`config.mk`:
```
export PLATFORM = sky130hd
export DESIGN_NAME = asss_sequencer
export DESIGN_NICKNAME = d
export VERILOG_FILES = /design/src/design/asss_pkg.sv /design/src/design/asss_sequencer.sv
export SDC_FILE = /design/constraint.sdc
export NUM_CORES = 1
export LEC_CHECK = 0
export BUFFER_PORTS_ARGS = -buffer_cell sky130_fd_sc_hd__buf_2
export CAP_MARGIN = 20
export CORE_MARGIN = 2
export CORE_UTILIZATION = 48
export CTS_CLUSTER_DIAMETER = 200
export DETAILED_ROUTE_END_ITERATION = 7
export PLACE_DENSITY = 0.8
export SKIP_CTS_REPAIR_TIMING = 1
export SLEW_MARGIN = 40
export SYNTH_ARGS = -nofsm -noshare
export SYNTH_HDL_FRONTEND = slang
export SYNTH_SLANG_ARGS = --single-unit
```
`constraint.sdc`:
```
create_clock -name clk_sys -period 2.5 [get_ports clk_sys]
set_clock_uncertainty 0.1 [all_clocks]
set_input_delay 0.25 -clock clk_sys [delete_from_list [all_inputs] [get_ports clk_sys]]
set_output_delay 0.25 -clock clk_sys [all_outputs]
set_load 0.02 [all_outputs]
```
`src/design/asss_pkg.sv`:
```
// constants for the analog sync stall and successive-approximation sequencer
package asss_pkg;
    // register indices; byte address is four times the index
    localparam logic [7:0] ASSS_IDX_SYNC_CTRL = 8'h65;
    localparam logic [7:0] ASSS_IDX_DAC_VALUE = 8'h66;
    localparam logic [7:0] ASSS_IDX_DAC_OR    = 8'h67;
    localparam int         ASSS_IDX_LSB       = 2;
    localparam int         ASSS_IDX_MSB       = 9;
    // control field positions
    localparam int ASSS_EN_BIT  = 0;
    localparam int ASSS_COL_LSB = 1;
    localparam int ASSS_COL_MSB = 2;
    localparam int ASSS_POL_BIT = 3;
    localparam int ASSS_CNT_LSB = 4;
    localparam int ASSS_CNT_MSB = 6;
    // reset values and column count
    localparam logic [7:0] ASSS_CTRL_RESET = 8'h00;
    localparam logic [7:0] ASSS_DAC_RESET  = 8'h00;
    localparam logic [2:0] ASSS_CNT_RESET  = 3'h0;
    localparam int         ASSS_COLUMNS    = 4;
    // data phase of the bus slave, gray coded
    typedef enum logic [1:0] {
        ASSS_PH_IDLE  = 2'b00,
        ASSS_PH_READ  = 2'b01,
        ASSS_PH_WRITE = 2'b11
    } asss_phase_t;
endpackage : asss_pkg

```
`src/design/asss_sequencer.sv`:
```
// ahb-lite slave with write stall on phase-one edge and successive-approximation stepping
//
// The AHB-Lite slave port was chosen for this implementation.
`timescale 1ns/100ps
module asss_sequencer (
    input  wire logic        clk_sys,
    input  wire logic        reset,
    input  wire logic        clk_en,
    input  wire logic        hsel,
    input  wire logic [31:0] haddr,
    input  wire logic [1:0]  htrans,
    input  wire logic        hwrite,
    input  wire logic [2:0]  hsize,
    input  wire logic        hready,
    input  wire logic [31:0] hwdata,
    output logic      [31:0] hrdata,
    output logic             hreadyout,
    output logic             hresp,
    input  wire logic        phase_one_clock,
    input  wire logic [3:0]  comparator_bus,
    output logic      [7:0]  dac_value,
    output logic             sync_stall_enable
);

    localparam int NSYNC = asss_pkg::ASSS_COLUMNS + 1;

    // index decode, used for both the address phase and the data phase
    function automatic logic asss_is_sc(input logic [7:0] idx);
        asss_is_sc = (idx == asss_pkg::ASSS_IDX_DAC_VALUE) || (idx == asss_pkg::ASSS_IDX_DAC_OR);
    endfunction : asss_is_sc

    function automatic logic asss_is_mapped(input logic [7:0] idx);
        asss_is_mapped = asss_is_sc(idx) || (idx == asss_pkg::ASSS_IDX_SYNC_CTRL);
    endfunction : asss_is_mapped

    // three-stage synchronisers: bit 0 phase-one clock, bits 4:1 comparator columns
    logic [NSYNC-1:0] sync1_q;
    logic [NSYNC-1:0] sync2_q;
    logic [NSYNC-1:0] sync3_q;
    logic [NSYNC-1:0] filt_q;
    logic [NSYNC-1:0] filt_d;
    logic [NSYNC-1:0] raw_in;

    assign raw_in = {comparator_bus, phase_one_clock};

    genvar gi;
    generate
        for (gi = 0; gi < NSYNC; gi++) begin : g_sync
            // a change is taken only once stages two and three agree
            assign filt_d[gi] = (sync2_q[gi] == sync3_q[gi]) ? sync2_q[gi] : filt_q[gi];
            always_ff @(posedge clk_sys) begin
                if (reset) begin
                    sync1_q[gi] <= 1'b0;
                    sync2_q[gi] <= 1'b0;
                    sync3_q[gi] <= 1'b0;
                    filt_q[gi]  <= 1'b0;
                end else if (clk_en) begin
                    sync1_q[gi] <= raw_in[gi];
                    sync2_q[gi] <= sync1_q[gi];
                    sync3_q[gi] <= sync2_q[gi];
                    filt_q[gi]  <= filt_d[gi];
                end
            end
        end
    endgenerate

    logic phase_one_clock_rise;
    assign phase_one_clock_rise = filt_d[0] & ~filt_q[0];

    // control state
    logic       en_q;
    logic [1:0] col_q;
    logic       pol_q;
    logic [2:0] cnt_q;
    logic [2:0] pos_q;
    logic [7:0] dac_q;

    // bus address and data phase
    asss_pkg::asss_phase_t ph_q;
    asss_pkg::asss_phase_t ph_d;
    logic [7:0]            ph_idx_q;
    logic                  ph_map_q;
    logic [7:0]            a_idx;
    logic                  a_ok;
    logic                  accept;

    assign a_idx  = haddr[asss_pkg::ASSS_IDX_MSB:asss_pkg::ASSS_IDX_LSB];
    assign a_ok   = (haddr[31:10] == 22'h000000) && (haddr[1:0] == 2'h0) && asss_is_mapped(a_idx);
    assign accept = hsel & hready & htrans[1];
    assign ph_d   = !accept ? asss_pkg::ASSS_PH_IDLE
                  : hwrite  ? asss_pkg::ASSS_PH_WRITE : asss_pkg::ASSS_PH_READ;

    // stall an enabled switched-cap write data phase until phase one rises; a clock slower than the
    // column clock by a power of two can alias the edge away, the hazard
    logic stall_w;
    assign stall_w   = (ph_q == asss_pkg::ASSS_PH_WRITE) && ph_map_q && asss_is_sc(ph_idx_q)
                     && en_q && !phase_one_clock_rise;
    assign hreadyout = !stall_w;
    assign hresp     = 1'b0;
    // no error response: unmapped reads give zero, unmapped writes are dropped

    logic commit;
    logic wr_ctrl;
    logic wr_dac;
    logic wr_or;
    assign commit  = clk_en && (ph_q == asss_pkg::ASSS_PH_WRITE) && ph_map_q && !stall_w;
    assign wr_ctrl = commit && (ph_idx_q == asss_pkg::ASSS_IDX_SYNC_CTRL);
    assign wr_dac  = commit && (ph_idx_q == asss_pkg::ASSS_IDX_DAC_VALUE);
    assign wr_or   = commit && (ph_idx_q == asss_pkg::ASSS_IDX_DAC_OR);

    // successive-approximation step
    logic       cmp_col;
    logic       keep_w;
    logic       step_w;
    logic [7:0] tmask_w;
    logic [7:0] nmask_w;
    logic [7:0] cleared_w;
    logic [7:0] or_w;
    logic [7:0] dac_d;
    logic [2:0] new_cnt;

    assign cmp_col   = filt_q[1 + col_q];
    assign keep_w    = cmp_col ^ pol_q;
    assign step_w    = wr_or && (cnt_q != asss_pkg::ASSS_CNT_RESET);
    // the last step sets no new guess, so bit 0 is final once tested
    assign tmask_w   = 8'h01 << pos_q;
    assign nmask_w   = (pos_q != 3'h0) ? (8'h01 << (pos_q - 3'h1)) : 8'h00;
    assign cleared_w = (step_w && !keep_w) ? (dac_q & ~tmask_w) : dac_q;
    assign or_w      = cleared_w | hwdata[7:0] | (step_w ? nmask_w : 8'h00);
    assign dac_d     = wr_dac ? hwdata[7:0] : (wr_or ? or_w : dac_q);
    assign new_cnt   = hwdata[asss_pkg::ASSS_CNT_MSB:asss_pkg::ASSS_CNT_LSB];

    always_ff @(posedge clk_sys) begin
        if (reset) begin
            ph_q     <= asss_pkg::ASSS_PH_IDLE;
            ph_idx_q <= 8'h00;
            ph_map_q <= 1'b0;
        end else if (clk_en && hreadyout) begin
            ph_q     <= ph_d;
            ph_idx_q <= a_idx;
            ph_map_q <= a_ok;
        end
    end

    // a control write restarts the conversion at the sign bit
    always_ff @(posedge clk_sys) begin
        if (reset) begin
            en_q  <= 1'b0;
            col_q <= 2'h0;
            pol_q <= 1'b0;
            cnt_q <= asss_pkg::ASSS_CNT_RESET;
            pos_q <= 3'h0;
        end else if (wr_ctrl) begin
            en_q  <= hwdata[asss_pkg::ASSS_EN_BIT];
            col_q <= hwdata[asss_pkg::ASSS_COL_MSB:asss_pkg::ASSS_COL_LSB];
            pol_q <= hwdata[asss_pkg::ASSS_POL_BIT];
            cnt_q <= new_cnt;
            // first tested bit is the sign bit, one below the count
            pos_q <= (new_cnt != 3'h0) ? (new_cnt - 3'h1) : 3'h0;
        end else if (step_w) begin
            cnt_q <= cnt_q - 3'h1;
            pos_q <= (pos_q != 3'h0) ? (pos_q - 3'h1) : 3'h0;
        end
    end

    // plain writes and or steps share one flop bank; clk_en gates both
    always_ff @(posedge clk_sys) begin
        if (reset) begin
            dac_q <= asss_pkg::ASSS_DAC_RESET;
        end else if (clk_en) begin
            dac_q <= dac_d;
        end
    end

    // read data muxed from flops; reserved bit 7 and upper lanes read zero
    logic [7:0] ctrl_rd;
    logic [7:0] rd_byte;
    assign ctrl_rd = {1'b0, cnt_q, pol_q, col_q, en_q};
    assign rd_byte = !ph_map_q ? 8'h00
                   : (ph_idx_q == asss_pkg::ASSS_IDX_SYNC_CTRL) ? ctrl_rd : dac_q;
    assign hrdata  = (ph_q == asss_pkg::ASSS_PH_READ) ? {24'h000000, rd_byte} : 32'h00000000;

    assign dac_value         = dac_q;
    assign sync_stall_enable = en_q;
endmodule : asss_sequencer

```
Yosys cells after proc, flatten, opt, wreduce, memory -nomap -nowiden
Cells that the tools add are included.
- register bits: 49
- input port bits: 80
- output and inout port bits: 43
- word-level logic and storage cells: 110
- add/subtract/negate cells: 4
- order comparisons: 1
- equality and inequality tests: 13
- shifts and indexed selects: 2
- multiplexer cells: 19
- bitwise operators: 9
- reduce and logical (&&, ||, !) cells: 33
- operator list (cell ; number):
    8-bit two-way mux ; 8
    8-bit by 7-bit == test with 1-bit output, second input constant ; 6
    22-bit logical NOT ; 1
    3-bit two-way mux ; 6
    8-bit OR ; 2
    1-bit by 3-bit left shift with 8-bit output, first input constant ; 2
    1-bit logical AND ; 15
    2-bit AND reduction ; 5
    3-bit nonzero test ; 3
    3-bit by 1-bit subtractor with 3-bit output, second input constant ; 3
    8-bit AND ; 1
    8-bit NOT ; 1
    1-bit == test ; 5
    3-bit by 4-bit < comparator with 1-bit output, second input constant ; 1
    2-bit two-way mux ; 2
    2-bit nonzero test ; 2
    1-bit by 2-bit adder with 3-bit output, first input constant ; 1
    1-bit AND ; 3
    1-bit binary-select mux with 3-bit select ; 1
    1-bit logical NOT ; 3
    1-bit logical OR ; 3
    2-bit by 1-bit == test with 1-bit output, second input constant ; 1
    2-bit == test, second input constant ; 1
    2-bit logical NOT ; 1
    other kinds (3) ; 4

Longest topological paths before layout
Gate-level depths: netlist of run 1.
- depth after elaboration: 15
- gate-level depth with buffers: 8
- mapped depth without buffers: 8

Worst setup path before layout of run 1
OpenSTA, ideal clock, no wires.
- path kind: flip-flop to flip-flop
- start point: reg col_q[1]
- end point: reg dac_q[0] (netlist: dac_value[0])
- library setup time: 122 ps
- arrival: 2031 ps
- data required time: 2278 ps
- slack: 247 ps
- cell stages (with the launch flop): 7
- path buffers: 0
- clock period less this slack: 2253 ps
- cells stage by stage: dfxtp_1 ha_1 mux2_2 nor3_1 nor4_4 o41a_1 o32a_1
- word-level cells in the longest chain between the ends: 11
- RTL lines (element ; RTL line ; text):
    start: declaration ; asss_sequencer.sv:72 ; logic [1:0] col_q;
    start signal: assignment ; asss_sequencer.sv:155 ; col_q <= hwdata[asss_pkg::ASSS_COL_MSB:asss_pkg::ASSS_COL_LSB];
    1-bit by 2-bit adder with 3-bit output ; asss_sequencer.sv:122 ; assign cmp_col = filt_q[1 + col_q];
    1-bit binary-select mux with 3-bit select ; asss_sequencer.sv:122 ;
    1-bit two-way mux (not written as such) ; asss_sequencer.sv:122 ;
    1-bit XOR ; asss_sequencer.sv:123 ; assign keep_w = cmp_col ^ pol_q;
    1-bit logical NOT ; asss_sequencer.sv:128 ; assign cleared_w = (step_w && !keep_w) ? (dac_q & ~tmask_w) : dac_q;
    1-bit logical AND ; asss_sequencer.sv:128 ;
    8-bit two-way mux ; asss_sequencer.sv:128 ;
    8-bit OR (2 in series) ; asss_sequencer.sv:129 ; assign or_w = cleared_w | hwdata[7:0] | (step_w ? nmask_w : 8'h00);
    8-bit two-way mux (2 in series) ; asss_sequencer.sv:130 ; assign dac_d = wr_dac ? hwdata[7:0] : (wr_or ? or_w : dac_q);
    end signal: assignment ; asss_sequencer.sv:169 ; dac_q <= asss_pkg::ASSS_DAC_RESET;
    end: declaration ; asss_sequencer.sv:76 ; logic [7:0] dac_q;
Every way passes these cells. The select of a mux whose other input is x is not followed.
A chain may end at the register's enable or synchronous reset.

Final worst setup path of run 1
- start point: reg col_q[1]
- end point: reg dac_q[3] (netlist: dac_value[3])
The elaborated chain is that of the path after synthesis.

==> flow_metrics.py, run 1 <==
metrics = {
    "timing": {
        "setup_viol": 0,
        "timing.fmax_mhz": 417,
        "finalHoldViolCount": 0,
        "setup_ws_ps": 104,
        "period_share_pct": 95.8,
        "tns_ps": 0,
        "rsz0062_at_grt": "no",
        "finalMaxSlewViolations": 0,
        "period_minus_slack_ps": 2400,
    },
    "logic_synthesis": {
        "yosysMostFrequentCell": "nor2_1",
        "ys_seq_area_share_pct": 34.2,
        "ys_seq_elements": 49,
        "syn-cell-area_um2": 2870,
        "synth_ff_type": "dfxtp_1",
        "yosysTopAreaCell": "dfxtp_1",
        "yosysWarnings": 0,
        "async_reset_ff_share_pct": 0,
        "synth_common_cells": "nor2_1, dfxtp_1, mux2i_1, buf_4, a21oi_1",
        "synth_area_leaders": "dfxtp_1, mux2i_1, nor2_1",
        "synth.distinct_cells": 59,
        "syn_area_per_cell_um2": 8.79,
        "synth_edf_count": 0,
        "synth_top_area_share_pct": 34.2,
        "syn-instance-count": 326,
    },
    "min_path": {
        "min_path_cells": 3,
        "hp-start": "comparator_bus[0]",
        "holdPathEnd": "sync1_q[1]$_SDFFE_PP0P_",
        "min_path_type": "input port to flop",
    },
    "setup_path": {
        "ff2ff_setup_slack_ps": 100,
        "r2r-start": "col_q[1]$_SDFFE_PP0P_",
        "crit_type": "flop to flop",
        "cp-start-kind": "flop",
        "cp_data_arrival_time_ps": 2480,
        "rr_worst_depth": 6,
        "r2r-end": "dac_value[3]$_SDFFE_PP0P_",
        "crit_required_ps": 2590,
        "endpoint_kind": "flop",
        "worst-path-max-fanout": 4,
    },
    "cells_and_area": {
        "fin_cells": 466,
        "finalNetCount": 475,
        "drive_gt1_share_pct": 26.3,
        "fill_cells": 548,
        "n_antenna_cell": 0,
        "area.growth.synth_to_final_pct": 14.1,
        "fin_util_pct": 55.9,
    },
    "floorplanning": {
        "core_area_um2": 5850,
        "start_util_pct": 49.0,
        "fp.dieArea_um2": 6600,
        "ios": 123,
        "die_w_um": 81.3,
        "core.rowCount": 28,
        "die_y_um": 81.3,
    },
    "clocking": {
        "cts_buffers": 5,
        "clock_latency_ps": 300,
        "cts_buffer_depth": 2,
        "clk_pin_slew_ps": 90,
        "cts_root_buf": "clkbuf_8",
        "tritoncts": "yes",
        "cts.sinks": 49,
        "h-tree-depth": 2,
    },
    "route": {
        "detail_route.iter0.violations": 95,
        "routed_via_density": 5.19,
        "drc": 0,
        "drt_first_pass_iters": 4,
        "vias": 2419,
        "wl_per_cell_um": 12.9,
        "wirelength_mm": 6.03,
        "postRouteAntennaNets": 0,
    },
    "grt": {
        "grt_max_degree": 36,
        "grt.total_usage_pct": 18.4,
        "gr-total-overflow": 0,
        "grt_pass1_vias": 2130,
        "grt_pass1_wl_mm": 9.59,
        "antenna_found_initial": 0,
    },
    "place": {
        "post-place-ws_ps": 121,
        "place.gp.congestion": 0.871,
        "numPortBuffers": 69,
        "place_inst": 457,
        "hpwl_mm": 4.64,
    },
    "power_and_ir_drop": {
        "totalPowerFinal_mw": 1.56,
        "pwr_density_cell_nw_per_um2": 478,
        "ir_drop_v": 0.000302,
        "power.leakage_nw": 1.47,
    },
    "job": {
        "max_cap_violations": 0,
    },
    "status": {
        "status": "completed",
    },
}
==> where the power goes <==
part           switching [mW]  leakage, nW  internal (mW)  total (mW)
registers              0.0131        0.398          0.797       0.810
clock network           0.263       0.0574          0.325       0.589
logic                  0.0986         1.01         0.0664       0.165
==> layout by cell type (no fill, tap or decap), types with 3 or more instances in the layout <==
cell type,synthesis,final
a211oi_1,3,3
a21o_1,6,6
a21oi_1,17,17
a22oi_1,3,3
buf_2,4,69
buf_4,26,7
clkbuf_8,3,6
conb_1,1,25
dfxtp_1,49,49
ha_1,5,5
inv_1,8,8
mux2i_1,39,39
nand2_1,15,15
nand3b_1,3,3
nand4_1,3,3
nor2_1,53,53
nor2b_1,5,5
nor3_1,5,5
nor3b_1,3,3
nor4_1,5,5
o21ai_0,14,14
o311ai_0,3,3
==> through the flow <==
step | cell area [um^2] | hold WS, ps
finish | 3270 | 83.1
global route | 3270 | 85.7
CTS | 3250 | 74.0
detailed placement | 3130 | 351
global placement | 3130 | 346
floorplan | 2960 | 294
==> logic make-up (layout without fill, tap and decap cells) <==
group / count (synthesis) / after routing / synth area share, %
DFF: 49 / 49 / 34.2
muxes: 40 / 40 / 14.0
adders and majority gates: 5 / 5 / 2.18
and+or+nand+nor: 115 / 115 / 21.7
buffers and inverters: 52 / 93 / 12.4
AOI/OAI and AO/OA: 63 / 63 / 15.0
xor gates and xnor gates: 1 / 1 / 0.306
other: 1 / 25 / 0.131
==> worst max-delay path: stages, from the launching register on <==
cell and delay, ps:
dfxtp_1 350, ha_1 360, mux2_2 360, nor3_1 280, nor4_4 80, o41a_1 410
o32a_1 350
==> how the worst max path moves through the flow <==
| stage | start | to | slack [ps] | cells after the start |
|---|---|---|---|---|
| 2_1_floorplan | col_q[1]$_SDFFE_PP0P_ | dac_value[0]$_SDFFE_PP0P_ | 250 | 6 |
| 3_3_place_gp | col_q[1]$_SDFFE_PP0P_ | dac_value[0]$_SDFFE_PP0P_ | 170 | 6 |
| 5_1_grt | ph_idx_q[4]$_SDFFE_PP0P_ | hrdata[1] | 9 | 6 |
| 4_1_cts | ph_idx_q[7]$_SDFFE_PP0P_ | hrdata[0] | 9 | 6 |
| 6_report | col_q[1]$_SDFFE_PP0P_ | dac_value[3]$_SDFFE_PP0P_ | 100 | 6 |
| 3_5_place_dp | col_q[1]$_SDFFE_PP0P_ | dac_value[3]$_SDFFE_PP0P_ | 120 | 6 |
==> flip-flops by register name, indices dropped and copies added (netlist names) <==
signal	flops
sync1_q	5
ph_map_q	1
pol_q	1
col_q	2
sync2_q	5
ph_idx_q	8
cnt_q	3
filt_q	5
sync3_q	5
pos_q	3
dac_value	8
sync_stall_enable	1
ph_q	2
==> cell type report <==
type,instances,area [um^2],share of cell area [%]
Multi-Input combinational cell,249,1640,50.0
Sequential cell,49,981,30.0
Timing Repair Buffer,77,409,12.5
Tap cell,75,93.8,2.87
Clock buffer,6,82.6,2.53
Clock inverter,2,37.5,1.15
Inverter,8,30.0,0.918
==> layer usage <==
metal	wire [um]	vias up	global-route usage, %
met2	2900	62	31.5
li1	-	1228	-
met4	68	0	5.93
met3	277	6	3.78
met1	2790	1123	23.1
met5	0	-	0
(Power assumes the default switching activity.)
==> run 2, diff against run 1 <==
Settings changed: PLACE_DENSITY 0.8 to 0.79.
==> flow_metrics.py, run 2 (synthesized netlist as in run 1, its figures left out) <==
metrics = {
    "status": {
        "status": "completed",
    },
    "route": {
        "wl_per_cell_um": 13.3,
        "wirelength_mm": 6.20,
        "detail_route.iter0.violations": 118,
        "drt_first_pass_iters": 4,
        "drc": 0,
        "postRouteAntennaNets": 0,
        "vias": 2432,
        "routed_via_density": 5.22,
    },
    "cells_and_area": {
        "drive_gt1_share_pct": 26.6,
        "final_common_cell": "buf_2",
        "n_antenna_cell": 0,
        "final_cell_mix": "buf_2, nor2_1, dfxtp_1, mux2i_1, conb_1",
        "area.growth.synth_to_final_pct": 12.8,
        "fin_cells": 466,
        "finalNetCount": 475,
    },
    "setup_path": {
        "cp-start-kind": "flop",
        "endpoint_kind": "output pin",
        "crit_type": "flop to output pin",
        "cp_data_arrival_time_ps": 2120,
        "worst-path-max-fanout": 8,
        "crit_required_ps": 2150,
    },
    "timing": {
        "period_share_pct": 98.9,
        "timing.fmax_mhz": 405,
        "period_minus_slack_ps": 2470,
        "tns_ps": 0,
        "setup_viol": 0,
        "finalHoldViolCount": 0,
        "rsz0062_at_grt": "yes",
        "finalMaxSlewViolations": 0,
        "setup_ws_ps": 28.7,
    },
    "floorplanning": {
        "die_y_um": 81.3,
        "die_w_um": 81.3,
        "core_area_um2": 5850,
        "start_util_pct": 49.0,
        "ios": 123,
        "fp.dieArea_um2": 6600,
        "core.rowCount": 28,
    },
    "clocking": {
        "cts_root_buf": "clkbuf_8",
        "clock_latency_ps": 310,
        "tritoncts": "yes",
        "cts_buffers": 5,
        "cts.sinks": 49,
        "clk_pin_slew_ps": 100,
        "h-tree-depth": 2,
        "cts_buffer_depth": 2,
    },
    "power_and_ir_drop": {
        "p_clk_share_pct": 32.9,
        "pwr_density_cell_nw_per_um2": 450,
        "ir_drop_v": 0.000348,
        "seq_power_share_pct": 55.8,
        "power.leakage_nw": 1.45,
        "intPower_mw": 1.06,
        "p_sw_mw": 0.391,
        "power_frac_comb_pct": 11.4,
        "switching_share_pct": 26.9,
        "totalPowerFinal_mw": 1.45,
    },
    "grt": {
        "grt_pass1_vias": 2333,
        "grt_pass1_wl_mm": 10.5,
        "grt.total_usage_pct": 20.2,
        "grt_max_degree": 35,
        "antenna_found_initial": 0,
        "gr-total-overflow": 0,
    },
    "place": {
        "numPortBuffers": 69,
        "place.gp.congestion": 0.867,
        "place_inst": 457,
        "post-place-ws_ps": 112,
        "hpwl_mm": 4.79,
    },
    "min_path": {
        "min_path_type": "input port to flop",
    },
    "job": {
        "max_cap_violations": 0,
    },
}
[run 2: per-stage QoR]
stage                     utilization [%]  hold slack (ps)  instance area [um^2]
after global placement               53.5              346                  3130
final                                55.2             73.9                  3230
after floorplan                         -              294                  2960
after CTS                            55.0             68.2                  3220
after detailed placement             53.5              351                  3130
after global routing                 55.2             81.0                  3230
[run 2: layout make-up]
class | instances | area, um^2
fillers | 554 | 2620
multi-input cells | 249 | 1630
flip-flops and latches | 49 | 982
repair buffers | 77 | 408
well taps | 75 | 93.8
clock buffers | 5 | 68.8
inverters | 8 | 30.0
clock inverters | 3 | 21.3
[run 2: per-layer routing]
metal,part of all wire [%],wire length (um),track usage [%],vias up
met4,0.95,59,5.93,0
met2,50,3080,34.7,77
li1,-,-,-,1230
met5,0,0,0,-
met1,44,2710,25.2,1117
met3,5.6,347,4.44,8
[run 2: path summary, 6_finish.rpt]
kind | startpoint | to | slack [ps] | cells after the start
max | ph_idx_q[4]$_SDFFE_PP0P_ | hrdata[3] | 30 | 6
min | comparator_bus[1] | sync1_q[2]$_SDFFE_PP0P_ | 70 | 3
max reg2reg | col_q[1]$_SDFFE_PP0P_ | dac_value[0]$_SDFFE_PP0P_ | 110 | 6
min reg2reg | ph_q[1]$_SDFFE_PP0P_ | ph_q[1]$_SDFFE_PP0P_ | 360 | 2
[run 2: critical path: stages (launching register included)]
cell and delay, ps:
dfxtp_2 330, or4b_4 570, nor4b_2 220, buf_4 240
mux2i_1 230, nor2_1 60, buf_4 170
[run 2: power by group through the flow]
stage	clock (mW)	sequential, mW	combinational (mW)
2_1_floorplan	0	0.823	0.143
3_3_place_gp	0	0.827	0.159
3_5_place_dp	0	0.828	0.164
4_1_cts	0.491	0.810	0.164
5_1_grt	0.515	0.813	0.185
6_report	0.477	0.810	0.165
